## src/rtl/mbfd_pkg.sv

```systemverilog
// constants for the macroblock field-select decoder
// assumes the record words arrive already fetched from memory, on core_clk
package mbfd_pkg;

  // ==========================================================================
  // pattern dword fields
  localparam int unsigned CBP_MSB        = 11;  // coded-block-pattern mask top bit
  localparam int unsigned CBP_LSB        = 6;   // coded-block-pattern mask low bit
  localparam int unsigned CBP_WIDTH      = CBP_MSB - CBP_LSB + 1;
  localparam int unsigned BLUE_CHROMA_BIT = 7;  // blue-difference chroma block
  localparam int unsigned RED_CHROMA_BIT  = 6;  // red-difference chroma block

  // ==========================================================================
  // record word one, low half
  localparam int unsigned VFS_LSB        = 28;  // vertical field select, index 0,0
  localparam int unsigned VFS_MSB        = 31;  // vertical field select, index 1,1
  localparam int unsigned VFS_COUNT      = VFS_MSB - VFS_LSB + 1;
  localparam int unsigned SECOND_FIELD_BIT = 27;

  // ==========================================================================
  // field-select encoding
  localparam logic FIELD_TOP    = 1'b0;
  localparam logic FIELD_BOTTOM = 1'b1;

  // ==========================================================================
  // reset values
  localparam logic [CBP_WIDTH-1:0] CBP_RESET = 6'h00;
  localparam logic [VFS_COUNT-1:0] VFS_RESET = 4'h0;

endpackage : mbfd_pkg

```

## src/rtl/mbfd_field_ref.sv

```systemverilog
// reference picking for one field-select flag
// assumes pure combinational use; the caller registers the results
module mbfd_field_ref
  import mbfd_pkg::*;
(
  input  wire logic selectBit,
  input  wire logic secondField,
  input  wire logic fieldPPicture,
  input  wire logic currentIsBottom,
  output logic      fromBottomField,
  output logic      fromCurrentFrame
);

  // ==========================================================================
  // field parity and frame choice
  // a flag of 0 means the top field, 1 the bottom field
  assign fromBottomField  = (selectBit == FIELD_BOTTOM);
  // second field of a field P-picture: the opposite-parity field is the
  // first field of this same frame; everything else comes from the prior frame
  assign fromCurrentFrame = fieldPPicture & secondField & (selectBit != currentIsBottom);

endmodule : mbfd_field_ref

```

## src/rtl/mbfd_decode.sv

```systemverilog
// macroblock record decoder: block-present flags, field selects, second field
// assumes record words and picture context come from logic on core_clk
// Operation
// - six pattern bits become block-present flags; bit 7 blue, bit 6 red chroma
// - reserved pattern bits 5:0 and all of word one high are ignored
// - bits 31:28 form a 2x2 select array by vector number and direction
// - select flag 0 fetches from top field, 1 from bottom field
// - bit 27 set marks the macroblock as in the second field
// - in field P-pictures the second-field flag picks the reference frame
module mbfd_decode
  import mbfd_pkg::*;
(
  input  wire logic                 core_clk,
  input  wire logic                 rst_n,
  input  wire logic                 recordValid,
  input  wire logic [31:0]          patternWord,
  input  wire logic [31:0]          recordWordOneHigh,
  input  wire logic [31:0]          recordWordOneLow,
  input  wire logic                 pPicture,
  input  wire logic                 fieldPrediction,
  input  wire logic                 currentIsBottom,
  output logic                      decodeValid_ff,
  output logic [CBP_WIDTH-1:0]      blockPresent_ff,
  output logic                      blueChromaBlockPresent_ff,
  output logic                      redChromaBlockPresent_ff,
  output logic [VFS_COUNT-1:0]      verticalFieldSelectIndex_ff,
  output logic [VFS_COUNT-1:0]      refFromBottom_ff,
  output logic [VFS_COUNT-1:0]      refFromCurrentFrame_ff,
  output logic                      secondField_ff,
  output logic                      secondFieldMisuse_ff
);

  // ==========================================================================
  // field extraction
  logic [CBP_WIDTH-1:0] nxt_blockPresent;
  logic [VFS_COUNT-1:0] selBits;
  logic                 secondFieldBit;
  logic                 fieldPPicture;
  logic [VFS_COUNT-1:0] nxt_fromBottom;
  logic [VFS_COUNT-1:0] nxt_fromCurrent;

  // only the named bit ranges are tapped; the reserved ranges and word one
  // high are never read, so their contents cannot reach any flop
  assign nxt_blockPresent = patternWord[CBP_MSB:CBP_LSB];
  assign selBits          = recordWordOneLow[VFS_MSB:VFS_LSB];
  assign secondFieldBit   = recordWordOneLow[SECOND_FIELD_BIT];
  assign fieldPPicture    = pPicture & fieldPrediction;

  // ==========================================================================
  // one reference picker per select flag, index = vector*2 + direction
  genvar gi;
  generate
    for (gi = 0; gi < VFS_COUNT; gi++) begin : g_sel
      mbfd_field_ref u_ref (
        .selectBit        (selBits[gi]),
        .secondField      (secondFieldBit),
        .fieldPPicture    (fieldPPicture),
        .currentIsBottom  (currentIsBottom),
        .fromBottomField  (nxt_fromBottom[gi]),
        .fromCurrentFrame (nxt_fromCurrent[gi])
      );
    end
  endgenerate

  // ==========================================================================
  // valid strobe, one cycle after each taken record
  always_ff @(posedge core_clk or negedge rst_n) begin
    if (!rst_n) begin
      decodeValid_ff <= 1'b0;
    end else begin
      decodeValid_ff <= recordValid;
    end
  end

  // block-present flags, held until the next record
  always_ff @(posedge core_clk or negedge rst_n) begin
    if (!rst_n) begin
      blockPresent_ff           <= CBP_RESET;
      blueChromaBlockPresent_ff <= 1'b0;
      redChromaBlockPresent_ff  <= 1'b0;
    end else if (recordValid) begin
      blockPresent_ff           <= nxt_blockPresent;
      blueChromaBlockPresent_ff <= patternWord[BLUE_CHROMA_BIT];
      redChromaBlockPresent_ff  <= patternWord[RED_CHROMA_BIT];
    end
  end

  // field selects and reference choice
  always_ff @(posedge core_clk or negedge rst_n) begin
    if (!rst_n) begin
      verticalFieldSelectIndex_ff <= VFS_RESET;
      refFromBottom_ff            <= VFS_RESET;
      refFromCurrentFrame_ff      <= VFS_RESET;
    end else if (recordValid) begin
      verticalFieldSelectIndex_ff <= selBits;
      refFromBottom_ff            <= nxt_fromBottom;
      refFromCurrentFrame_ff      <= nxt_fromCurrent;
    end
  end

  // second field flag; misuse is reported, not corrected, since the
  // producer owns the encoding and the frame choice already ignores it
  always_ff @(posedge core_clk or negedge rst_n) begin
    if (!rst_n) begin
      secondField_ff       <= 1'b0;
      secondFieldMisuse_ff <= 1'b0;
    end else if (recordValid) begin
      secondField_ff       <= secondFieldBit;
      secondFieldMisuse_ff <= secondFieldBit & ~fieldPPicture;
    end
  end
endmodule : mbfd_decode

```

## config.mk

```make
export PLATFORM = sky130hd
export DESIGN_NAME = mbfd_decode
export DESIGN_NICKNAME = d
export VERILOG_FILES = /design/src/rtl/mbfd_pkg.sv /design/src/rtl/mbfd_field_ref.sv /design/src/rtl/mbfd_decode.sv
export SDC_FILE = /design/constraint.sdc
export NUM_CORES = 1
export LEC_CHECK = 0
export ABC_AREA = 1
export ABC_CLOCK_PERIOD_IN_PS = 1430
export BUFFER_PORTS_ARGS = -buffer_cell sky130_fd_sc_hd__buf_4
export CORE_UTILIZATION = 29
export DETAILED_ROUTE_END_ITERATION = 10
export HOLD_SLACK_MARGIN = 0.03
export PLACE_DENSITY = 0.84
export SLEW_MARGIN = 15
export SYNTH_ARGS = -nofsm -noshare
export SYNTH_HDL_FRONTEND = slang
export SYNTH_SLANG_ARGS = --single-unit
```

## constraint.sdc

```tcl
create_clock -name core_clk -period 1.43 [get_ports core_clk]
set_input_delay 0.2145 -clock core_clk [delete_from_list [all_inputs] [get_ports core_clk]]
set_output_delay 0.2145 -clock core_clk [all_outputs]
set_load 0.02 [all_outputs]
```

==> flow_summary_export.csv, run 1 <==
group,metric,value,unit
pwr,powerDensity,1010,nW/um^2
grt,grt_start_max_net_pins,21,
grt,grtUsageMet1,0.152,
grt,grt_antenna_before_repair,0,
sta,clock.fmax,0.924,GHz
critical_path,worstPathMaxFanout,3,
sta,fin_crit,1.08,ns
critical_path,cp-start-kind,"register",
floorplan,fp.dieH,53.1,um
clocking,path_clk_slew,0.10,ns
sta,tightestPinTransition,0.349,ns
final_layout,drive_gt1_frac,0.379,
clocking,post_cts_buffers,0,
final_layout,diodes,0,
routing,postRouteWirelength,1.71,mm
clocking,clk_latency,0.28,ns
clocking,htreeDepth,1,
sta,rsz0062_at_grt,"false",
pwr,p_seq_frac,0.510,
placement,hpwl,1.25,mm
clocking,clockBufferDepth,2,
final_layout,final_cell_mix,"48 x nand2_1, 39 x buf_4, 17 x dfrtp_1, 8 x nor2_1, 4 x a21oi_2",
synthesis,postSynthAreaPerCell,8.40,um^2
floorplan,die-area,2810,um^2
pwr,power_frac_comb,0.248,
sta,fin_crit_sh,0.757,
placement,routabilityCongestion,0.718,
pwr,power.leakage,0.596,nW
sta,maxSlewViolCount,0,
flow_run,maxCapViolations,0,
critical_path,path_cells,"buf_4",
min_path,worstHoldPathType,"in -> reg",
sta,fin_skew,0,ns
critical_path,path_buf_inv,1,
clocking,clk_root_buffer_cell,"clkbuf_4",
sta,setup-violations-final,0,
critical_path,slowest_delay,0.42,ns
final_layout,area_growth,39.1,%
grt,use_met2,0.215,
pwr,net-switching-power,319,uW
clocking,cts.sinks,17,
grt,track_usage,0.128,
floorplan,die_width,53.1,um
critical_path,critPathTopFamily,"flip-flops",
sta,tns,0,ns
synthesis,syn-instance-count,90,
pwr,power_frac_clock,0.241,
synthesis,netlist_area,756,um^2
synthesis,synth_cell_type_count,9,
critical_path,arrival,0.87,ns
floorplan,core,2480,um^2
grt,first_global_vias,578,
routing,via_per_inst,4.32,
clocking,cts_tree,"yes",
grt,grt_pass1_wl,2.55,mm
floorplan,placementRows,18,
routing,drt_iter0_drc,8,
status,status,"finished clean",
final_layout,layoutNonFillerInstCount,154,
final_layout,layout_commonest_cell,"nand2_1",
critical_path,critPathRequiredTime,1.22,ns
pwr,p_sw_frac,0.301,
routing,wire_per_inst,11.1,um
routing,vias,666,
synthesis,synth_fp_nets,192,
grt,top_usage_layer,"met2",
pwr,p_int,740,uW
pwr,ir_drop,0.502,mV
synthesis,ys_warn_count,0,
grt,grt.overflow.total,0,
floorplan,ios,125,
critical_path,path_class,"reg -> out",
grt,grt_use_met3,0.0345,
critical_path,end_kind,"output port",
final_layout,nets,227,
routing,drt_first_pass_iters,2,
routing,drc,0,
critical_path,cp_slowest_cell,"dfrtp_1",
clocking,numCtsBuffers,3,
routing,ant_nets,0,
sta,max-slew-margin-rel,0.767,
synthesis,synth_seq_area_share,0.563,
synthesis,ys_ff_latch,17,
sta,hold_violations,0,
floorplan,start_util,0.305,
placement,dp.cells,149,
placement,numPortBuffers,39,
==> per-stage QoR <==
| step | power [mW] | setup slack, ns | cell area [um^2] | hold WS, ns | util |
|---|---|---|---|---|---|
| 2_1_floorplan | 0.695 | 0.589 | 756 | -0.0811 | - |
| 3_3_place_gp | 0.807 | 0.485 | 1010 | 0.0874 | 0.410 |
| 3_5_place_dp | 0.814 | 0.453 | 1010 | 0.0950 | 0.410 |
| 4_1_cts | 1.08 | 0.335 | 1050 | 0.118 | 0.424 |
| 5_1_grt | 1.13 | 0.297 | 1050 | 0.122 | 0.424 |
| 6_report | 1.06 | 0.348 | 1050 | 0.129 | 0.424 |
==> state kept, by name, indices dropped and copies added, names as in the netlist <==
signal and flops:
blockPresent_ff 6, secondField_ff 1, secondFieldMisuse_ff 1, decodeValid_ff 1, refFromBottom_ff 4, refFromCurrentFrame_ff 4
==> tightest hold or removal path: stages <==
cell and delay (ns):
buf_4 0.08, nand2_1 0.04, nand2_1 0.05
==> timing repair <==
item                      in CTS  in global routing
hold endpoints to repair      17                  0
resized for setup              0                  0
hold buffers                   1                  0
==> cell type report <==
type | instances | area (um^2)
inverter | 1 | 3.75
tap | 30 | 37.5
timing repair buffer | 40 | 303
fill | 256 | 1430
clock buffer | 4 | 26.3
sequential | 17 | 425
multi-input combinational | 62 | 255
==> routing by layer <==
| layer | vias to the layer above | share of wire |
|---|---|---|
| met2 | 19 | 0.52 |
| met4 | 0 | 0 |
| li1 | 336 | - |
| met1 | 311 | 0.43 |
| met3 | 0 | 0.049 |
| met5 | - | 0 |
==> cell families after synthesis <==
group / count (synthesis) / share of synthesized area
AO/OA/AOI/OAI: 4 / 0.0464
AND/OR/NAND/NOR: 58 / 0.291
flip-flops: 17 / 0.563
buffers and inverters: 11 / 0.0993
==> synthesized netlist by cell type, drive strengths merged <==
cell type	count	area (um^2)
buf	10	71.3
nand2	48	180
a21oi	4	35.0
dfrtp	17	425
nand3	2	10.0
inv	1	3.75
nor2	8	30.0
==> power by group through the flow <==
stage / Combinational (mW) / Sequential, mW / Clock [mW]
after floorplan: 0.101 / 0.593 / 0
after global placement: 0.259 / 0.548 / 0
after detailed placement: 0.264 / 0.550 / 0
after CTS: 0.267 / 0.541 / 0.269
after global routing: 0.287 / 0.545 / 0.293
final: 0.263 / 0.540 / 0.256
==> worst paths after layout <==
check / start / endpoint / slack, ns / depth (start not counted)
worst min register to register: blockPresent_ff[3]$_DFFE_PN0P_ / blockPresent_ff[3]$_DFFE_PN0P_ / 0.48 / 2
worst max register to register: refFromBottom_ff[1]$_DFFE_PN0P_ / refFromBottom_ff[1]$_DFFE_PN0P_ / 0.79 / 2
min in group asynchronous: rst_n / blockPresent_ff[5]$_DFFE_PN0P_ / 0.32 / 2
max in group asynchronous: rst_n / blockPresent_ff[2]$_DFFE_PN0P_ / 0.92 / 2
worst min-delay path: patternWord[7] / blockPresent_ff[1]$_DFFE_PN0P_ / 0.13 / 3
worst max-delay path: refFromBottom_ff[1]$_DFFE_PN0P_ / verticalFieldSelectIndex_ff[1] / 0.35 / 1
Power figures use the tool's default switching activity.
==> run 2, diff against run 1 <==
- ABC_CLOCK_PERIOD_IN_PS: 1430 -> 1100
- CORE_UTILIZATION: 29 -> 27
- PLACE_DENSITY: 0.84 -> 0.79
- clock period: 1.43 -> 1.1 ns (I/O delays scaled with it)
==> run 2 against run 1 <==
Sequential cell count unchanged. Highest routed layer is now met4. Critical path type unchanged. Largest cell class unchanged. Utilization down 1.5 points. Non-clock buffer count stayed put. Count of clock-buffer cells in the layout did not move. Setup slack worse by 0.28 ns. Register-to-register slack got worse by 0.34 ns. Clock power rose by 27%. Wire length is 0.59% higher. Sequential share of layout area did not move. Die area rose by 7.1%.
==> flow_summary_export.csv, run 2 (synthesized netlist as in run 1, its figures left out) <==
group,metric,value,unit
status,status,"finished clean",
critical_path,critPathRequiredTime,0.94,ns
critical_path,worstPathMaxFanout,3,
sta,tightestPinTransition,0.355,ns
sta,clock.fmax,0.970,GHz
sta,setup-violations-final,0,
critical_path,arrival,0.87,ns
routing,wire_per_inst,11.1,um
grt,grtUsageMet1,0.146,
final_layout,area_growth,39.1,%
clocking,numCtsBuffers,3,
sta,rsz0062_at_grt,"false",
grt,first_global_vias,592,
final_layout,drive_gt1_frac,0.379,
final_layout,top_register,"blockPresent_ff",
grt,grt.overflow.total,0,
final_layout,final_cell_mix,"48 x nand2_1, 39 x buf_4, 17 x dfrtp_1, 8 x nor2_1, 4 x a21oi_2",
routing,postRouteWirelength,1.72,mm
placement,hpwl,1.32,mm
critical_path,path_cells,"buf_4",
sta,worst_slack,0.0694,ns
placement,routabilityCongestion,0.728,
critical_path,path_class,"reg -> out",
final_layout,nets,227,
floorplan,placementRows,18,
sta,hold_violations,0,
sta,timing.hold.ws,0.0715,ns
floorplan,die-area,3010,um^2
grt,grt_antenna_before_repair,0,
final_layout,reg_top3,"blockPresent_ff x6, refFromBottom_ff x4, refFromCurrentFrame_ff x4",
final_layout,seqCellArea,425,um^2
grt,grt_pass1_wl,2.68,mm
critical_path,critPathTopFamily,"flip-flops",
final_layout,diodes,0,
final_layout,largest_reg_flops,6,
clocking,cts.sinks,17,
placement,post-place-ws,0.181,ns
sta,fin_crit,1.03,ns
clocking,clk_latency,0.28,ns
clocking,cts_resized,0,
sta,maxSlewViolCount,0,
routing,drt_iter0_drc,6,
sta,fin_skew,0,ns
sta,fin_crit_sh,0.937,
critical_path,end_kind,"output port",
floorplan,die_width,54.9,um
sta,max-slew-margin-rel,0.763,
clocking,clockBufferDepth,2,
grt,top_usage_layer,"met2",
grt,track_usage,0.130,
critical_path,cp-start-kind,"register",
floorplan,start_util,0.294,
floorplan,fp.dieH,54.9,um
routing,via_per_inst,4.36,
clocking,cts_tree,"yes",
pwr,ir_drop,0.943,mV
flow_run,maxCapViolations,0,
sta,tns,0,ns
clocking,post_cts_buffers,0,
min_path,worstHoldPathType,"in -> reg",
grt,use_met2,0.239,
floorplan,core,2570,um^2
clocking,clk_root_buffer_cell,"clkbuf_4",
placement,numPortBuffers,39,
final_layout,layout_commonest_cell,"nand2_1",
clocking,path_clk_slew,0.10,ns
final_layout,num-fill-cells,277,
routing,drc,0,
critical_path,slowest_delay,0.42,ns
critical_path,cp_slowest_cell,"dfrtp_1",
clocking,ctsHoldBuffers,1,
critical_path,path_buf_inv,1,
pwr,power.leakage,0.596,nW
grt,grt_start_max_net_pins,21,
grt,grt_use_met3,0.0328,
routing,drt_first_pass_iters,4,
pwr,powerDensity,1300,nW/um^2
routing,vias,672,
floorplan,ios,125,
final_layout,multi_input_area,255,um^2
clocking,htreeDepth,1,
routing,ant_nets,0,
-- run 2: cell counts in the layout (fill, tap and decap cells not counted) --
Identical to the previous run, type by type.
-- run 2: per-stage QoR --
step	instance area, um^2	cells	util	power (mW)
5_1_grt	1050	154	0.409	1.47
2_1_floorplan	756	90	-	0.903
6_report	1050	154	0.409	1.37
4_1_cts	1050	154	0.409	1.40
3_3_place_gp	1010	149	0.395	1.05
3_5_place_dp	1010	149	0.395	1.06
-- run 2: power by group --
group,switching (mW),internal (mW),total [mW]
Clock,0.183,0.141,0.324
Combinational,0.193,0.150,0.343
Sequential,0.0309,0.672,0.703
Total,0.408,0.962,1.37
-- run 2: routing by layer --
metal,part of all wire,vias to the layer above
met5,0,-
met4,0.0047,0
met3,0.059,2
met2,0.53,24
met1,0.40,311
li1,-,335
-- run 2: area by class of cell --
cell class	instances	area share
sequential	17	0.405
timing repair buffer	40	0.288
multi-input combinational	62	0.243
tap	30	0.0357
clock buffer	4	0.0250
inverter	1	0.00357
-- run 2: path summary, 6_finish.rpt --
kind	startpoint	endpoint	slack (ns)	cells past startpoint
setup reg to reg	refFromBottom_ff[1]$_DFFE_PN0P_	refFromBottom_ff[1]$_DFFE_PN0P_	0.45	2
hold / removal	patternWord[11]	blockPresent_ff[5]$_DFFE_PN0P_	0.07	3
min in group asynchronous	rst_n	refFromCurrentFrame_ff[3]$_DFFE_PN0P_	0.26	2
max in group asynchronous	rst_n	refFromBottom_ff[1]$_DFFE_PN0P_	0.64	2
setup / recovery	refFromBottom_ff[0]$_DFFE_PN0P_	verticalFieldSelectIndex_ff[0]	0.07	1
hold reg to reg	blockPresent_ff[2]$_DFFE_PN0P_	blockPresent_ff[2]$_DFFE_PN0P_	0.48	2
==> run 3, diff against run 2 <==
- GPL_TIMING_DRIVEN: not set -> 0
- REMOVE_ABC_BUFFERS: not set -> 1
==> run 3 against run 2 <==
Clock skew is the same. Power is essentially flat. Setup slack hardly changed. Sequential cell count unchanged. First-iteration DRC count decreased by 50%. Global-route usage grew 0.30 points. Largest power group unchanged. Utilization is the same. Die area did not move. Hold slack better by 0.0042 ns. Wire length rose by 1.1%. Non-clock buffer count is the same. Register-to-register slack barely moved.
==> flow_summary_export.csv, run 3 (synthesized netlist as in run 1, its figures left out) <==
group,metric,value,unit
final_layout,top_register,"blockPresent_ff",
sta,rsz0062_at_grt,"false",
pwr,power.total,1.37,mW
floorplan,core,2570,um^2
critical_path,worstReg2RegStart,"refFromBottom_ff[1]$_DFFE_PN0P_",
critical_path,end_kind,"output port",
critical_path,crit_end,"refFromBottom_ff[1]",
final_layout,final_cell_mix,"48 x nand2_1, 39 x buf_4, 17 x dfrtp_1, 8 x nor2_1, 4 x a21oi_2",
sta,setup-violations-final,0,
grt,grt.overflow.total,0,
clocking,cts.sinks,17,
critical_path,cp_slowest_cell,"dfrtp_1",
grt,grt_antenna_before_repair,0,
final_layout,area_growth,39.1,%
routing,via_per_inst,4.32,
clocking,cts_tree,"yes",
routing,postRouteWirelength,1.74,mm
final_layout,layout_commonest_cell,"nand2_1",
placement,placed_area,1010,um^2
pwr,ir_drop,0.974,mV
clocking,htreeDepth,1,
placement,hpwl,1.33,mm
critical_path,setup.worst_path.start,"refFromBottom_ff[1]$_DFFE_PN0P_",
sta,tightestPinTransition,0.359,ns
status,status,"finished clean",
grt,grt_start_max_net_pins,21,
routing,ant_nets,0,
floorplan,start_util,0.294,
final_layout,nets,227,
clocking,path_clk_slew,0.09,ns
sta,tns,0,ns
critical_path,path_class,"reg -> out",
floorplan,placementRows,18,
sta,fin_skew,0,ns
final_layout,diodes,0,
floorplan,die_width,54.9,um
clocking,clockBufferDepth,2,
final_layout,reg_top3,"blockPresent_ff x6, refFromBottom_ff x4, refFromCurrentFrame_ff x4",
sta,worst_slack,0.0691,ns
floorplan,ios,125,
clocking,clk_root_buffer_cell,"clkbuf_4",
sta,hold_violations,0,
final_layout,largest_reg_flops,6,
final_layout,drive_gt1_frac,0.379,
final_layout,final_core_util,0.409,
critical_path,slowest_delay,0.42,ns
clocking,numCtsBuffers,3,
final_layout,multi_input_area,255,um^2
sta,max-slew-margin-rel,0.760,
min_path,worstHoldPathType,"in -> reg",
critical_path,worstReg2RegEnd,"refFromBottom_ff[1]$_DFFE_PN0P_",
critical_path,cp-start-kind,"register",
grt,track_usage,0.133,
sta,clock.fmax,0.970,GHz
routing,drt_iter0_drc,3,
clocking,clk_latency,0.28,ns
grt,first_global_vias,621,
critical_path,arrival,0.87,ns
critical_path,crit_cells,1,
placement,post-place-ws,0.174,ns
final_layout,seqCellArea,425,um^2
critical_path,worstPathMaxFanout,3,
routing,drc,0,
sta,fin_crit,1.03,ns
pwr,power.leakage,0.596,nW
final_layout,num-fill-cells,285,
placement,numPortBuffers,39,
critical_path,path_buf_inv,1,
critical_path,reg2reg_depth,2,
flow_run,maxCapViolations,0,
grt,grt_pass1_wl,2.78,mm
floorplan,die-area,3010,um^2
critical_path,rrSetupSlack,0.44,ns
critical_path,critPathTopFamily,"flip-flops",
sta,fin_crit_sh,0.937,
floorplan,fp.dieH,54.9,um
routing,wire_per_inst,11.3,um
pwr,powerDensity,1300,nW/um^2
critical_path,path_cells,"buf_4",
routing,drt_first_pass_iters,4,
final_layout,design_area,1050,um^2
critical_path,critPathRequiredTime,0.94,ns
sta,maxSlewViolCount,0,
placement,routabilityCongestion,0.718,
routing,vias,665,
## run 3: cell counts in the layout (fill, tap and decap cells not counted)
No cell type changed its count.
## run 3: timing repair
action                    4_1_cts  5_1_grt
buffers inserted                0        0
hold endpoints to repair       17        0
hold buffers                    1        0
resized for setup               0        0
## run 3: how the worst min path moves through the flow
stage / startpoint / end / slack, ns / depth (start not counted)
after global placement: rst_n / blockPresent_ff[5]$_DFFE_PN0P_ / 0.04 / 1
after detailed placement: rst_n / blockPresent_ff[5]$_DFFE_PN0P_ / 0.04 / 1
after CTS: patternWord[10] / blockPresent_ff[4]$_DFFE_PN0P_ / 0.07 / 3
after floorplan: rst_n / blockPresent_ff[0]$_DFFE_PN0P_ / -0.13 / 0
final: patternWord[10] / blockPresent_ff[4]$_DFFE_PN0P_ / 0.08 / 3
after global routing: patternWord[7] / blockPresent_ff[1]$_DFFE_PN0P_ / 0.07 / 3
## run 3: cell type report
class / instances / share of cell area
sequential: 17 / 0.405
timing repair buffer: 40 / 0.288
multi-input combinational: 62 / 0.243
tap: 30 / 0.0357
clock buffer: 4 / 0.0250
inverter: 1 / 0.00357
## run 3: where the power goes
group / internal, mW / leakage [nW] / total [mW] / switching, mW
Sequential: 0.672 / 0.213 / 0.704 / 0.0326
Combinational: 0.150 / 0.368 / 0.342 / 0.192
Clock: 0.141 / 0.0150 / 0.324 / 0.184
## run 3: worst min-delay path, stage by stage
cell and delay [ns]:
buf_4 0.07, nand2_1 0.04, nand2_1 0.05
## run 3: routing by layer
metal / track usage / share of wire / wire length (um) / up-vias
met5: 0 / 0 / 0 / -
met4: 0.0125 / 0 / 0 / 0
met3: 0.0601 / 0.086 / 150 / 0
met2: 0.239 / 0.50 / 876 / 30
met1: 0.148 / 0.41 / 708 / 301
li1: - / - / - / 334
## run 3: stage by stage
step / hold WS (ns) / cells
after floorplan: -0.131 / 80
after detailed placement: 0.0398 / 149
after global placement: 0.0374 / 149
final: 0.0757 / 154
after global routing: 0.0737 / 154
after CTS: 0.0690 / 154
